===== src/mqwpf_pkg.sv =====
// Overview of operation
// - Four almost-full bits, queue n on bit n
// - Unconfigured queue status bits carry no meaning
// - Shared status bus driven by one device only
// - Flag mode pin at reset picks bus ownership
// - Low two select bits pick the queue
// - Upper three select bits must match chip code
// - Direct mode: select bus plus strobe addresses bus
// - Width pins at reset set port widths
// - Narrow data packed little-endian into wide words
// - Full counted in write-port width units
// - Output valid counted in read-port width units
// - One input, one output width for all queues
// - One full flag for active queue, all tracked
// - Full flag shows new queue next edge
// - First write on second edge after select
// - Full flag changes only on clock edges
// - Unselected queues keep updating full status
// - Full flag driven only while chip code matches
package mqwpf_pkg;
	localparam int QUEUES      = 4;           // Queues per device
	localparam int QSEL_W      = 2;           // Queue field of select bus
	localparam int CHIP_W      = 3;           // Chip code width
	localparam int SEL_W       = QSEL_W + CHIP_W;
	localparam int DATA_W      = 36;          // Widest port
	localparam int LVL_W       = 15;          // Level counter width
	localparam int LANES_MAX   = 4;           // x9 lanes per x36 word
	localparam int LANE_W      = 9;           // Narrowest lane
	// Register byte addresses
	localparam logic [7:0] ADDR_CONFIG  = 8'h00;
	localparam logic [7:0] ADDR_STATUS  = 8'h04;
	localparam logic [7:0] ADDR_AFOFS0  = 8'h10; // Plus four per queue
	localparam logic [7:0] ADDR_LEVEL0  = 8'h20; // Plus four per queue
	// Reset values
	localparam logic [1:0]       CONFIG_RST  = 2'h3; // Four queues
	localparam logic [LVL_W-1:0] AFOFS_RST   = 15'h0008;
	// Status register field positions
	localparam int ST_FULL   = 0;
	localparam int ST_AFULL  = 4;
	localparam int ST_ACTQ   = 8;
	localparam int ST_SEL    = 10;
	localparam int ST_MODE   = 11;
	localparam int ST_CONV   = 12;
	localparam int ST_IW     = 13;
	localparam int ST_OW     = 14;
	localparam int ST_OWNBUS = 15;
	// Ownership of the shared almost-full bus
	typedef enum logic {MQWPF_DIRECT, MQWPF_POLLED} mqwpf_flagmode_e;
endpackage


===== src/mqwpf_write_port_flags.sv =====
// The APB register port and the register addresses are this design's own decisions.
`timescale 1ns/1ns
module mqwpf_write_port_flags #(
	parameter int QUEUE_WORDS = 4096         // Depth in 36-bit words
) (
	input  wire logic                          clk,
	input  wire logic                          reset_n,
	// Setup pins, caught during master reset; chip code pins used live
	input  wire logic                          flag_bus_mode_select,
	input  wire logic                          width_convert_enable,
	input  wire logic                          input_width_select,
	input  wire logic                          output_width_select,
	input  wire logic                          chip_code_bit0,
	input  wire logic                          chip_code_bit1,
	input  wire logic                          chip_code_bit2,
	// Write port
	input  wire logic [mqwpf_pkg::SEL_W-1:0]   write_queue_select,
	input  wire logic                          write_select_enable,
	input  wire logic                          writeRequest,
	input  wire logic [mqwpf_pkg::DATA_W-1:0]  writeData,
	output logic      [mqwpf_pkg::DATA_W-1:0]  packedWord,
	output logic                               packedValid,
	output logic      [mqwpf_pkg::QSEL_W-1:0]  packedQueue,
	output logic                               queue_full_n,
	output logic                               queueFullOe,
	// Almost-full status bus
	input  wire logic                          almost_full_bus_strobe,
	output logic      [mqwpf_pkg::QUEUES-1:0]  almost_full_status_bus,
	output logic                               almostFullStatusOe,
	// Read port events
	input  wire logic                          readStrobe,
	input  wire logic [mqwpf_pkg::QSEL_W-1:0]  readQueue,
	input  wire logic [mqwpf_pkg::DATA_W-1:0]  readWordIn,
	output logic      [mqwpf_pkg::DATA_W-1:0]  readLaneData,
	output logic      [mqwpf_pkg::QUEUES-1:0]  read_valid_n,
	// APB slave
	input  wire logic                          psel,
	input  wire logic                          penable,
	input  wire logic                          pwrite,
	input  wire logic [7:0]                    paddr,
	input  wire logic [31:0]                   pwdata,
	output logic      [31:0]                   prdata,
	output logic                               pready,
	output logic                               pslverr
);
	import mqwpf_pkg::*;

	// Capacity in 36-bit words, scaled by write lanes below
	localparam logic [LVL_W-1:0] CAP36 = LVL_W'(QUEUE_WORDS);

	// Latched setup
	mqwpf_flagmode_e      flagMode;        // Bus ownership method
	logic                 cfgConv;         // Width conversion on
	logic                 cfgIw;           // Input width pin
	logic                 cfgOw;           // Output width pin
	logic [2:0]           writeLanes;      // Write units per 36 bits
	logic [2:0]           readLanes;       // Read units per 36 bits
	logic [LVL_W-1:0]     capacity;        // Queue size in write units
	// Write select state
	logic [QSEL_W-1:0]    activeQueue;     // Queue selected for writes
	logic                 deviceSelected;  // Upper bits match chip code
	logic                 selPending;      // Edge after a selection
	logic                 writeAccept;     // Write lands this edge
	logic [1:0]           packLane;        // Next narrow lane
	// Per-queue state
	logic [LVL_W-1:0]     level [QUEUES];  // Fill in write units
	logic [1:0]           readSub [QUEUES];// Narrow reads into a unit
	logic [LVL_W-1:0]     afOffset [QUEUES];
	logic [QUEUES-1:0]    fullVec;         // Full per queue
	logic [QUEUES-1:0]    afVec;           // Almost full per queue
	logic [QUEUES-1:0]    nonEmpty;        // One read unit present
	logic [QUEUES-1:0]    configured;      // Queue in use
	logic [1:0]           queueCount;      // Configured queues minus one
	// Shared bus ownership
	logic                 busOwned;
	logic [CHIP_W-1:0]    pollSlot;        // Polled ownership slot
	logic [CHIP_W-1:0]    chipCode;
	logic                 readAccept;

	assign chipCode = {chip_code_bit2, chip_code_bit1, chip_code_bit0};

	// Select bus targets this device
	function automatic logic chipMatch(input logic [SEL_W-1:0] sel,
	                                   input logic [CHIP_W-1:0] code);
		chipMatch = (sel[SEL_W-1:QSEL_W] == code);
	endfunction

	// Lane extraction, little-endian
	function automatic logic [DATA_W-1:0] laneOf(
			input logic [DATA_W-1:0] word,
			input logic [1:0]        idx,
			input logic [2:0]        lanes);
		logic [DATA_W-1:0] sh;
		sh = '0;
		if (lanes == 3'h4) begin
			sh = word >> (LANE_W * idx);
			laneOf = {27'h000_0000, sh[LANE_W-1:0]};
		end else if (lanes == 3'h2) begin
			sh = word >> (2 * LANE_W * idx);
			laneOf = {18'h0_0000, sh[2*LANE_W-1:0]};
		end else begin
			laneOf = word;
		end
	endfunction

	// Setup caught while master reset is held
	always_ff @(posedge clk) begin
		if (!reset_n) begin
			flagMode <= flag_bus_mode_select ?
				MQWPF_POLLED : MQWPF_DIRECT;
			cfgConv  <= width_convert_enable;
			cfgIw    <= input_width_select;
			cfgOw    <= output_width_select;
		end
	end

	// Width table, common to all queues
	always_comb begin
		writeLanes = 3'h1;
		readLanes  = 3'h1;
		if (cfgConv) begin
			if (cfgIw)
				writeLanes = cfgOw ? 3'h4 : 3'h2;
			else
				readLanes  = cfgOw ? 3'h4 : 3'h2;
		end
		capacity = LVL_W'(CAP36 * writeLanes);
	end

	// Per-queue flags, kept for every queue
	always_comb begin
		for (int q = 0; q < QUEUES; q++) begin
			fullVec[q]  = (level[q] >= capacity);
			afVec[q]    = ((capacity - level[q]) <= afOffset[q]);
			nonEmpty[q] = (level[q] >= LVL_W'(writeLanes));
			configured[q] = (q <= queueCount);
		end
	end

	// Write lands only after the settle edge, never when full
	assign writeAccept = writeRequest && deviceSelected && !selPending
		&& !write_select_enable && !fullVec[activeQueue];
	assign readAccept  = readStrobe && nonEmpty[readQueue];

	// Queue and device selection
	always_ff @(posedge clk) begin
		if (!reset_n) begin
			activeQueue    <= 2'h0;
			deviceSelected <= 1'b0;
			selPending     <= 1'b0;
		end else begin
			selPending <= write_select_enable;
			if (write_select_enable) begin
				activeQueue    <= write_queue_select[QSEL_W-1:0];
				deviceSelected <= chipMatch(write_queue_select,
				                            chipCode);
			end
		end
	end

	// Active full flag, registered on the clock
	always_ff @(posedge clk) begin
		if (!reset_n) begin
			queue_full_n <= 1'b1;
			queueFullOe  <= 1'b0;
		end else begin
			queue_full_n <= ~fullVec[activeQueue];
			queueFullOe  <= deviceSelected;
		end
	end

	// Narrow writes packed low lane first
	always_ff @(posedge clk) begin
		if (!reset_n) begin
			packLane    <= 2'h0;
			packedWord  <= 36'h0_0000_0000;
			packedValid <= 1'b0;
			packedQueue <= 2'h0;
		end else begin
			packedValid <= 1'b0;
			if (write_select_enable) begin
				// Partial word dropped on a queue switch
				packLane <= 2'h0;
			end else if (writeAccept) begin
				packedQueue <= activeQueue;
				if (writeLanes == 3'h4)
					packedWord[LANE_W*packLane +: LANE_W]
						<= writeData[LANE_W-1:0];
				else if (writeLanes == 3'h2)
					packedWord[2*LANE_W*packLane[0] +: 2*LANE_W]
						<= writeData[2*LANE_W-1:0];
				else
					packedWord <= writeData;
				if (3'(packLane) == writeLanes - 3'h1) begin
					packLane    <= 2'h0;
					packedValid <= 1'b1;
				end else begin
					packLane <= packLane + 2'h1;
				end
			end
		end
	end

	// Fill levels in write units, all queues live
	always_ff @(posedge clk) begin
		if (!reset_n) begin
			for (int q = 0; q < QUEUES; q++) begin
				level[q]   <= '0;
				readSub[q] <= 2'h0;
			end
		end else begin
			for (int q = 0; q < QUEUES; q++) begin
				logic inc;
				logic dec;
				logic [LVL_W-1:0] decBy;
				inc   = writeAccept && (activeQueue == q);
				dec   = readAccept && (readQueue == q);
				decBy = '0;
				if (dec) begin
					if (readLanes > 3'h1) begin
						// Narrow reads: one unit per full lane set
						if (3'(readSub[q]) == readLanes - 3'h1) begin
							readSub[q] <= 2'h0;
							decBy = LVL_W'(1);
						end else begin
							readSub[q] <= readSub[q] + 2'h1;
						end
					end else begin
						decBy = LVL_W'(writeLanes);
					end
				end
				level[q] <= level[q] + LVL_W'(inc) - decBy;
			end
		end
	end

	// Read side lane and per-queue valid flags
	always_ff @(posedge clk) begin
		if (!reset_n) begin
			readLaneData <= 36'h0_0000_0000;
			read_valid_n <= 4'hF;
		end else begin
			if (readAccept)
				readLaneData <= laneOf(readWordIn,
					readSub[readQueue], readLanes);
			read_valid_n <= ~nonEmpty;
		end
	end

	// Bus ownership, direct or polled
	always_ff @(posedge clk) begin
		if (!reset_n) begin
			busOwned <= 1'b0;
			pollSlot <= 3'h0;
		end else begin
			unique case (flagMode)
				MQWPF_DIRECT: begin
					if (almost_full_bus_strobe)
						busOwned <= chipMatch(write_queue_select,
						                      chipCode);
				end
				MQWPF_POLLED: begin
					// Slot walks all eight chip codes in turn
					pollSlot <= pollSlot + 3'h1;
					busOwned <= (pollSlot == chipCode);
				end
			endcase
		end
	end

	// Status bus value and enable
	always_ff @(posedge clk) begin
		if (!reset_n) begin
			almost_full_status_bus <= 4'hF;
			almostFullStatusOe     <= 1'b0;
		end else begin
			// Unused queues read high, no meaning
			almost_full_status_bus <= ~(afVec & configured);
			almostFullStatusOe     <= busOwned;
		end
	end

	// APB: one wait state, pready from a flop
	logic apbDone;
	logic apbHit;
	logic [31:0] rdValue;
	assign apbDone = psel && penable && pready;

	// Address decode and read mux
	always_comb begin
		apbHit  = 1'b1;
		rdValue = 32'h0000_0000;
		if (paddr == ADDR_CONFIG)
			rdValue = {30'h0000_0000, queueCount};
		else if (paddr == ADDR_STATUS) begin
			rdValue[ST_FULL +: QUEUES]  = fullVec;
			rdValue[ST_AFULL +: QUEUES] = afVec;
			rdValue[ST_ACTQ +: QSEL_W]  = activeQueue;
			rdValue[ST_SEL]    = deviceSelected;
			rdValue[ST_MODE]   = (flagMode == MQWPF_POLLED);
			rdValue[ST_CONV]   = cfgConv;
			rdValue[ST_IW]     = cfgIw;
			rdValue[ST_OW]     = cfgOw;
			rdValue[ST_OWNBUS] = busOwned;
		end else if (paddr[7:4] == ADDR_AFOFS0[7:4] && paddr[3:2] != 2'h3
		             || paddr[7:4] == ADDR_AFOFS0[7:4])
			rdValue = {17'h0_0000, afOffset[paddr[3:2]]};
		else if (paddr[7:4] == ADDR_LEVEL0[7:4])
			rdValue = {17'h0_0000, level[paddr[3:2]]};
		else
			apbHit = 1'b0;
		if (paddr[1:0] != 2'h0)
			apbHit = 1'b0;
	end

	// Handshake and read data
	always_ff @(posedge clk) begin
		if (!reset_n) begin
			pready  <= 1'b0;
			prdata  <= 32'h0000_0000;
			pslverr <= 1'b0;
		end else begin
			pready  <= psel && penable && !pready;
			if (psel && penable && !pready) begin
				prdata  <= (apbHit && !pwrite) ? rdValue : 32'h0000_0000;
				// Status and level are read-only
				pslverr <= !apbHit || (pwrite && (paddr == ADDR_STATUS
					|| paddr[7:4] == ADDR_LEVEL0[7:4]));
			end
		end
	end

	// Writable registers, applied on the completing edge
	always_ff @(posedge clk) begin
		if (!reset_n) begin
			queueCount <= CONFIG_RST;
			for (int q = 0; q < QUEUES; q++)
				afOffset[q] <= AFOFS_RST;
		end else if (apbDone && pwrite && !pslverr && apbHit) begin
			if (paddr == ADDR_CONFIG)
				queueCount <= pwdata[1:0];
			else if (paddr[7:4] == ADDR_AFOFS0[7:4])
				afOffset[paddr[3:2]] <= pwdata[LVL_W-1:0];
		end
	end

	// Checks
	logic activeFull;
	assign activeFull = fullVec[activeQueue];

	property p_full_follows_select;
		@(posedge clk) disable iff (!reset_n)
		write_select_enable |=> ##1 (queue_full_n == !$past(activeFull));
	endproperty
	a_full_follows_select: assert property (p_full_follows_select)
		else $error("full flag not tracking new queue");

	property p_no_early_write;
		@(posedge clk) disable iff (!reset_n)
		write_select_enable |-> !writeAccept ##1 !writeAccept;
	endproperty
	a_no_early_write: assert property (p_no_early_write)
		else $error("write accepted before second edge");

	property p_full_blocks;
		@(posedge clk) disable iff (!reset_n)
		writeAccept |-> !activeFull && level[activeQueue] < capacity;
	endproperty
	a_full_blocks: assert property (p_full_blocks)
		else $error("write into a full queue");

	property p_oe_release;
		@(posedge clk) disable iff (!reset_n)
		(write_select_enable && !chipMatch(write_queue_select, chipCode))
		|=> ##1 !queueFullOe;
	endproperty
	a_oe_release: assert property (p_oe_release)
		else $error("full flag driven by unselected chip");

	property p_bus_release;
		@(posedge clk) disable iff (!reset_n)
		(flagMode == MQWPF_DIRECT && almost_full_bus_strobe
		 && !chipMatch(write_queue_select, chipCode))
		|=> ##1 !almostFullStatusOe;
	endproperty
	a_bus_release: assert property (p_bus_release)
		else $error("status bus driven without ownership");

	property p_bus_bit0;
		@(posedge clk) disable iff (!reset_n)
		$past(reset_n) && $past(configured[0])
		|-> almost_full_status_bus[0] == !$past(afVec[0]);
	endproperty
	a_bus_bit0: assert property (p_bus_bit0)
		else $error("queue 0 status on wrong bit");

	property p_level_bound;
		@(posedge clk) disable iff (!reset_n)
		level[activeQueue] <= capacity;
	endproperty
	a_level_bound: assert property (p_level_bound)
		else $error("level beyond capacity");

	property p_valid_units;
		@(posedge clk) disable iff (!reset_n)
		$past(reset_n) |-> read_valid_n[0] ==
			!($past(level[0]) >= LVL_W'($past(writeLanes)));
	endproperty
	a_valid_units: assert property (p_valid_units)
		else $error("output valid not in read units");

	property p_width_stable;
		@(posedge clk) disable iff (!reset_n)
		$past(reset_n) |-> $stable(writeLanes) && $stable(readLanes);
	endproperty
	a_width_stable: assert property (p_width_stable)
		else $error("port width changed outside reset");

endmodule


===== config.mk =====
export PLATFORM = sky130hd
export DESIGN_NAME = mqwpf_write_port_flags
export DESIGN_NICKNAME = d
export VERILOG_FILES = /design/src/mqwpf_pkg.sv /design/src/mqwpf_write_port_flags.sv
export SDC_FILE = /design/constraint.sdc
export NUM_CORES = 1
export LEC_CHECK = 0
export BUFFER_PORTS_ARGS = -buffer_cell sky130_fd_sc_hd__buf_2
export CAP_MARGIN = 0
export CORE_ASPECT_RATIO = 1.75
export CORE_MARGIN = 2
export CORE_UTILIZATION = 59
export DETAILED_ROUTE_END_ITERATION = 8
export PLACE_DENSITY = 0.81
export SYNTH_ARGS = -nofsm -noshare
export SYNTH_HDL_FRONTEND = slang
export SYNTH_SLANG_ARGS = --single-unit

===== constraint.sdc =====
create_clock -name clk -period 6 [get_ports clk]
set_input_delay 0.9 -clock clk [delete_from_list [all_inputs] [get_ports clk]]
set_output_delay 0.9 -clock clk [all_outputs]
set_load 0.01 [all_outputs]

[Word level (Yosys, flattened, before mapping)]
Memory sizes are Yosys's and may differ from the RTL's.
Cells that the tools add are included.
Operators by class
  add/sub/neg operators: 22
  multipliers: 4
  order comparisons: 18
  equality and inequality tests: 22
  shift operators: 6
  muxes and demuxes: 109
  bitwise logic cells: 20
  reductions and logical operators: 41
Operators with widths (number)
  15-bit 2-to-1 mux: 18
  36-bit 2-to-1 mux: 4
  15-bit subtractor: 8
  32-bit 2-to-1 mux: 3
  36-bit bitwise mux: 2
  6-bit negation with 34-bit output: 2
  1-bit 2-to-1 mux: 62
  15-bit by 1-bit adder with 15-bit output: 4
  15-bit >= comparator: 4
  15-bit by 3-bit >= comparator with 1-bit output: 4
  15-bit <= comparator: 4
  18-bit by 34-bit variable shift with 36-bit output (first input constant): 1
  9-bit by 34-bit variable shift with 36-bit output (first input constant): 1
  18-bit by 34-bit indexed part select with 36-bit output: 1
  9-bit by 34-bit indexed part select with 36-bit output: 1
  36-bit by 6-bit right shift with 9-bit output: 1
  36-bit by 7-bit right shift with 18-bit output: 1
  16-bit 2-to-1 mux: 2
  1-bit logical AND: 22
  2-bit 2-to-1 mux: 10
  4-bit by 2-bit multiplier with 6-bit output (first input constant): 3
  2-bit by 3-bit == test with 1-bit output: 5
  3-bit 2-to-1 mux: 5
  15-bit OR reduction: 1
  31 further kinds: 73
Storage, ports and cells
  flip-flop bits (word level): 136
  RAM bits: 128
  input port bits: 135
  output and inout bits: 120
  word-level logic and storage cells: 268
  memories kept: 3
Memories
  afOffset: words 4, width 15, read ports 5, clocked after memory_dff 0, write ports 4, RTL line mqwpf_write_port_flags.sv:68  | logic [LVL_W-1:0] afOffset [QUEUES];
  level: words 4, width 15, read ports 5, clocked after memory_dff 0, write ports 4, RTL line mqwpf_write_port_flags.sv:66  | logic [LVL_W-1:0] level [QUEUES];
  readSub: words 4, width 2, read ports 5, clocked after memory_dff 0, write ports 4, RTL line mqwpf_write_port_flags.sv:67  | logic [1:0] readSub [QUEUES];

[Logic depth before layout (Yosys ltp)]
Gate-level depths: netlist of the first run.
  depth after elaboration: 13
  gate-level depth with buffers: 21
  mapped depth without buffers: 21

[Worst setup path before layout of the first run]
No wires, ideal clock.
  path kind: flip-flop to flip-flop
  from: register cfgConv
  to: memory level[0][14]
  setup time: 120 ps
  data arrival time: 4662 ps
  required time: 5880 ps
  path slack: 1218 ps
  cell stages (with the launch flop): 22
  path through: edfxtp_1 > nand2_1 > nor2_1 > inv_1 > ha_1 > nand4b_1 > or4_1 > nand4_1 > o21ai_1 > nor4_1 > ha_1 > inv_1 > ha_1 > inv_1 > fa_1 > nor2b_1 > o21ai_0 > a221oi_1 > o31a_1 > o31a_1 > and3b_1 > a211o_1
RTL lines
  start, declared: RTL line mqwpf_write_port_flags.sv:53  | logic cfgConv;
  start signal, assigned: RTL line mqwpf_write_port_flags.sv:111  | cfgConv <= width_convert_enable;
  end, declared: RTL line mqwpf_write_port_flags.sv:66

==> results of run 1 <==
[final cells by class]
class                           instances  area [um^2]
Fill cell                            2442         9870
Tap cell                              387          484
Antenna cell                            1         2.50
Multi-Input combinational cell       1492        11300
Clock inverter                         19          215
Inverter                              165          622
Timing Repair Buffer                  245         1290
Clock buffer                           25          604
Sequential cell                       248         5690
[sequential cells by signal, indices dropped and copies added, names as in the netlist, 2 cells and up]
| name | count |
|---|---|
| activeQueue | 2 |
| afOffset | 60 |
| almost_full_status_bus | 4 |
| level | 60 |
| packLane | 2 |
| packedQueue | 2 |
| packedWord | 36 |
| pollSlot | 3 |
| prdata | 16 |
| queueCount | 2 |
| readLaneData | 36 |
| readSub | 8 |
| read_valid_n | 4 |
[cell usage after synthesis (21+ instances only)]
library cell	count	area share, %
buf_2	21	0.59
and2_1	65	2.3
a22o_1	23	1.1
mux4_2	41	5.1
xnor2_1	90	4.4
nor2_1	146	3.1
a21oi_1	116	3.2
a21o_1	25	1.0
inv_1	164	3.4
edfxtp_1	72	12
nand3_1	69	1.9
nand2b_1	26	0.91
nand4_1	24	0.84
ha_1	227	16
nor3_1	36	1.0
clkbuf_1	45	0.94
nor2b_1	25	0.87
dfxtp_1	176	20
mux2i_1	36	2.0
nand2_1	193	4.0
o21ai_0	69	1.9
[power breakdown]
part           total [mW]  internal, mW  switching (mW)
Clock                1.63         0.880           0.748
Sequential           2.36          2.00           0.362
Combinational        5.35          2.29            3.06
Total                9.34          5.17            4.17
[worst min-delay path, stage by stage, from the launching register on]
cell	delay, ns
dfxtp_1	0.31
nand2_1	0.05
a21oi_1	0.05
[per-layer routing]
layer	vias up	routed length [um]	global-route usage, %
li1	7379	-	-
met5	-	51	0
met1	7676	18300	33.3
met4	8	6280	32.1
met2	845	29600	64.3
met3	313	4260	7.96
[stage by stage]
| step | setup WS [ns] | std cells |
|---|---|---|
| global placement | 0.860 | 2537 |
| CTS | 0.689 | 2581 |
| detailed placement | 0.742 | 2537 |
| global route | 0.321 | 2582 |
| floorplan | 1.22 | 1994 |
| finish | 0.561 | 2582 |
[worst max path at each step]
stage,endpoint
finish,level[0][14]
global route,level[0][14]
CTS,level[0][14]
detailed placement,level[0][14]
global placement,level[3][12]
floorplan,level[0][14]
[kinds of logic after synthesis]
family	after synthesis	share of synthesized area (%)
adder cells (fa/ha/maj)	231	16.3
flip-flops	248	31.7
multiplexers	77	7.15
other	1	0.0209
AND/OR/NAND/NOR	677	19.2
AO/OA/AOI/OAI	383	14.5
XOR/XNOR	108	5.27
buffers and inverters	254	5.94
==> summary.txt, run 1 <==
Run status
  • Status: finished clean

Global routing
  • First-pass GRT wire length: 87900 um
  • GR Overflow Total: 0
  • Vias in the first global route: 16300
  • Initial antenna violation count: 6
  • Pin count of the biggest net entering global routing: 73
  • Total GRT Usage: 36.0%

Critical path
  • Crit Path Class: reg -> reg
  • FF-to-FF End: level[0][14]
  • R2r worst-path depth: 20
  • CP arrival: 5.88 ns
  • Reg2reg start: cfgOw
  • Buffers & Inverters on Critical Path: 3
  • Stages on the worst setup path: 20
  • Setup crit start kind: flop
  • Critical path capture point type: flop
  • CP max stage cell: edfxtp_1
  • Worst EP required: 6.44 ns
  • Max incr delay on CP: 0.55 ns
  • Largest delay share family, worst path: compound AO/OA/AOI/OAI gates
  • Reg2reg setup slack: 0.56 ns
  • Worst Setup SP: cfgOw
  • CP Cell Sequence: nor2_1 > inv_1 > ha_1 > nand4b_1 > or4_1 > nand4_1 > o21ai_1 > nor4_1 > ha_1 > inv_1 > ha_1 > inv_1 > fa_1 > nor2b_1 > o21ai_0 > a221oi_1 > o31a_1 > o31a_1 > and3b_1 > a211o_1
  • Max FO, Critical Path: 7

Timing
  • Worst-margin pin slew: 1.28 ns
  • FMAX: 184 MHz
  • Final setup vio count: 0
  • Final min period: 5.44 ns
  • Slew headroom: 13.6%
  • Hold Worst Slack: 0.449 ns
  • Final period util: 90.6%
  • Fin. Hold Viols: 0
  • Slew Limit Fails: 0
  • Skew final: 0.0194 ns
  • Fin Setup TNS: 0 ns
  • RSZ-0062 raised after global routing: no

Die
  • Full die area: 31900 um^2
  • # rows: 84
  • Top-Level Pins: 255
  • Starting Density: 59.7%
  • Die Ht: 235 um
  • Placeable Area: 30100 um^2
  • Width of the die: 136 um

Clocking
  • TritonCTS clock tree: built
  • Post-CTS Hold Fix Bufs: 0
  • CTS root buffer: clkbuf_16
  • Cts repair resizes: 0
  • Worst-skew pair later-pin latency: 0.56 ns
  • Num CTS Buffers: 24
  • CTS H-tree lvls: 1
  • CTS sink cnt: 248
  • Worst-path clk slew: 0.07 ns
  • Setup Fix Bufs, Post-CTS: 0
  • Maximum root-to-sink buffer count: 3

Final layout
  • Area Growth Syn to Fin: 12.4%
  • Cell area after layout: 20200 um^2
  • Layout cells sized above 1: 16.6%
  • Final Core Density: 67.2%
  • Most frequent cells in the layout: ha_1, buf_2, nand2_1
  • Most common cell after layout, fill and taps aside: ha_1
  • # nets final: 2542

Worst hold path
  • WHS Endpoint: readLaneData[31]
  • Hold path depth: 2
  • Min-delay worst type: reg -> reg
  • Critical hold path startpoint: readLaneData[31]

Drt
  • DR DRC count: 0
  • Final wirelength: 58500 um
  • DR vias/cell: 6.28
  • Post-DRT Antenna Nets: 0
  • Avg WL per Cell: 22.7 um
  • Number of DRC markers in iteration 0: 1361
  • DR vias: 16200
  • DRT Pass-1 Iters: 6

Pwr
  • Static leakage: 9.04 nW
  • PwrDens: 463 nW/um^2
  • Max VDD drop: 0.000274 V
  • Tot Pwr: 9.34 mW

Synth
  • Synth cell types: 83
  • Register area share after synthesis: 31.7%
  • Synth Flop Type: dfxtp_1
  • Synthesized area: 18000 um^2
  • EDFF count, synth: 72
  • Flops & latches, synth: 248
  • Async set-reset flop share out of synthesis: 0%
  • Syn Area/Cell: 9.07 um^2
  • Warnings from Yosys: 0
  • Post-Synthesis Cells: 1979

Place
  • Buffers on Ports: 221
  • GPL Wtd Cong: 1.00
  • Post-DP Area: 19400 um^2
  • Hpwl dp: 45600 um

Job
  • Max cap viols: 0
No activity file was read; power rests on OpenSTA's default activity.
==> inputs of run 2 (changes only) <==
- CORE_UTILIZATION: 59 -> 40
- PLACE_DENSITY: 0.81 -> 0.58
==> run 2 against run 1 <==
Design area is 2.0% higher. Maximum frequency is 1.6% higher. Largest power group unchanged. Sequential power hardly changed. Die area is 46% higher. Worst setup slack better by 0.083 ns. First-iteration DRC count is 22% lower. Critical endpoint unchanged. Largest cell class unchanged. Clock power is 7% higher. Critical path type unchanged. Register-to-register slack better by 0.08 ns. Routed wire length is 4.2% higher.
==> summary.txt, run 2 (synthesis gave the netlist of run 1 again) <==
Final layout
  • Top Registers: afOffset: 60 flops, level: 60 flops
  • Fillers: 4347
  • Area of the multi-input gates: 11300 um^2
  • Most frequent cells in the layout: ha_1, buf_2, nand2_1
  • Area Growth Syn to Fin: 14.7%
  • Cell area after layout: 20600 um^2
  • FF+latch area: 5690 um^2
  • Antenna cells: 0
  • Layout cells sized above 1: 17.1%
  • # nets final: 2556
  • Most common cell after layout, fill and taps aside: ha_1

Pwr
  • Static leakage: 9.14 nW
  • Switching share of power: 43.8%
  • PwrDens: 460 nW/um^2
  • Reg power frac: 25.0%
  • Internal power: 5.32 mW
  • Tot Pwr: 9.47 mW
  • Switching pwr: 4.14 mW
  • Max VDD drop: 0.000234 V
  • Comb pwr share: 56.6%
  • Clock power share: 18.4%

Drt
  • DR vias/cell: 5.60
  • DR vias: 15600
  • DR DRC count: 0
  • DRT Pass-1 Iters: 5
  • Final wirelength: 61000 um
  • Avg WL per Cell: 21.9 um
  • Number of DRC markers in iteration 0: 1055
  • Post-DRT Antenna Nets: 0

Die
  • Starting Density: 40.5%
  • Die Ht: 284 um
  • Width of the die: 164 um
  • # rows: 102
  • Full die area: 46700 um^2
  • Top-Level Pins: 255
  • Placeable Area: 44300 um^2

Critical path
  • Reg2reg start: cfgOw
  • Crit Path Class: reg -> reg
  • Setup crit start kind: flop
  • Worst EP required: 6.46 ns
  • CP arrival: 5.82 ns
  • FF-to-FF End: level[0][14]
  • Reg2reg setup slack: 0.64 ns
  • Critical path capture point type: flop
  • Max FO, Critical Path: 7
  • R2r worst-path depth: 21

Timing
  • Fin. Hold Viols: 0
  • Final min period: 5.36 ns
  • PnR worst setup slack: 0.645 ns
  • Hold Worst Slack: 0.449 ns
  • Worst-margin pin slew: 1.12 ns
  • FMAX: 187 MHz
  • Final period util: 89.3%
  • Slew Limit Fails: 0
  • RSZ-0062 raised after global routing: no
  • Slew headroom: 24.8%
  • Skew final: 0.0144 ns
  • Fin Setup TNS: 0 ns
  • Final setup vio count: 0

Job
  • Max cap viols: 0

Clocking
  • CTS sink cnt: 248
  • Worst-path clk slew: 0.07 ns
  • CTS root buffer: clkbuf_16
  • Post-CTS Hold Fix Bufs: 0
  • Setup Fix Bufs, Post-CTS: 0
  • TritonCTS clock tree: built
  • CTS H-tree lvls: 1
  • Maximum root-to-sink buffer count: 3
  • Worst-skew pair later-pin latency: 0.57 ns
  • Cts repair resizes: 0
  • Num CTS Buffers: 26

Global routing
  • GR Overflow Total: 0
  • First-pass GRT wire length: 91300 um
  • Vias in the first global route: 15800
  • Pin count of the biggest net entering global routing: 72
  • Initial antenna violation count: 1
  • Total GRT Usage: 25.7%

Worst hold path
  • Hold path depth: 2
  • Min-delay worst type: reg -> reg
  • Critical hold path startpoint: readLaneData[32]
  • WHS Endpoint: readLaneData[32]

Place
  • Post-DP Area: 19700 um^2
  • Worst slack after detailed placement: 0.679 ns
  • Hpwl dp: 49300 um
  • GPL Wtd Cong: 0.939
  • Buffers on Ports: 221

Run status
  • Status: finished clean
==> run 2: changes by cell type in the layout (fill, tap and decap cells not counted), moves of 3 or more <==
cell       delta
clkinv_2      +4
clkinv_4      -4
buf_4        +12
clkbuf_16     +3
==> run 2: power groups by stage <==
stage / Sequential [mW] / Clock, mW / Combinational, mW
2_1_floorplan: 2.24 / 0 / 3.84
3_3_place_gp: 2.39 / 0 / 5.21
3_5_place_dp: 2.39 / 0 / 5.31
4_1_cts: 2.36 / 1.77 / 5.35
5_1_grt: 2.38 / 1.83 / 5.95
6_report: 2.37 / 1.74 / 5.36
==> run 2: final cells by class <==
type	count	share of cell area [%]
clock buffers	32	3.47
clock inverters	15	0.875
inverters	165	3.02
multi-input cells	1492	54.8
flip-flops and latches	248	27.6
well taps	572	3.48
repair buffers	257	6.70
==> run 2: how the worst max path moves through the flow <==
stage,to,start,slack [ns]
after floorplan,level[0][14],cfgConv,1.22
after global placement,level[2][12],cfgOw,0.75
after detailed placement,level[0][14],cfgOw,0.68
after CTS,level[2][12],cfgOw,0.64
after global routing,level[2][12],cfgOw,0.28
final,level[0][14],cfgOw,0.64
==> run 2: stage by stage <==
stage,util (%),std cells
3_3_place_gp,44.5,2734
2_1_floorplan,-,1994
5_1_grt,46.5,2781
6_report,46.5,2781
4_1_cts,46.5,2781
3_5_place_dp,44.5,2734
==> run 2: routing by layer <==
layer | vias up | wire, um | track usage, %
met1 | 7482 | 20900 | 25.4
met4 | 2 | 5040 | 17.9
met5 | - | 12 | 0
met2 | 511 | 32400 | 48.5
li1 | 7411 | - | -
met3 | 179 | 2650 | 3.11
==> run 2: critical path, stage by stage (launching register included) <==
cell      delay [ns]
edfxtp_1        0.45
buf_4           0.21
nor2_1          0.15
inv_1           0.25
ha_1            0.39
nand4b_1        0.09
or4_1           0.43
nand4_1         0.17
o21ai_1         0.19
nor4_1          0.28
ha_1            0.28
inv_1           0.06
ha_1            0.18
inv_1           0.06
fa_1            0.39
nor2b_1         0.17
o21ai_0         0.14
a221oi_1        0.47
o31a_1          0.21
o31a_1          0.20
and3b_1         0.21
a211o_1         0.26
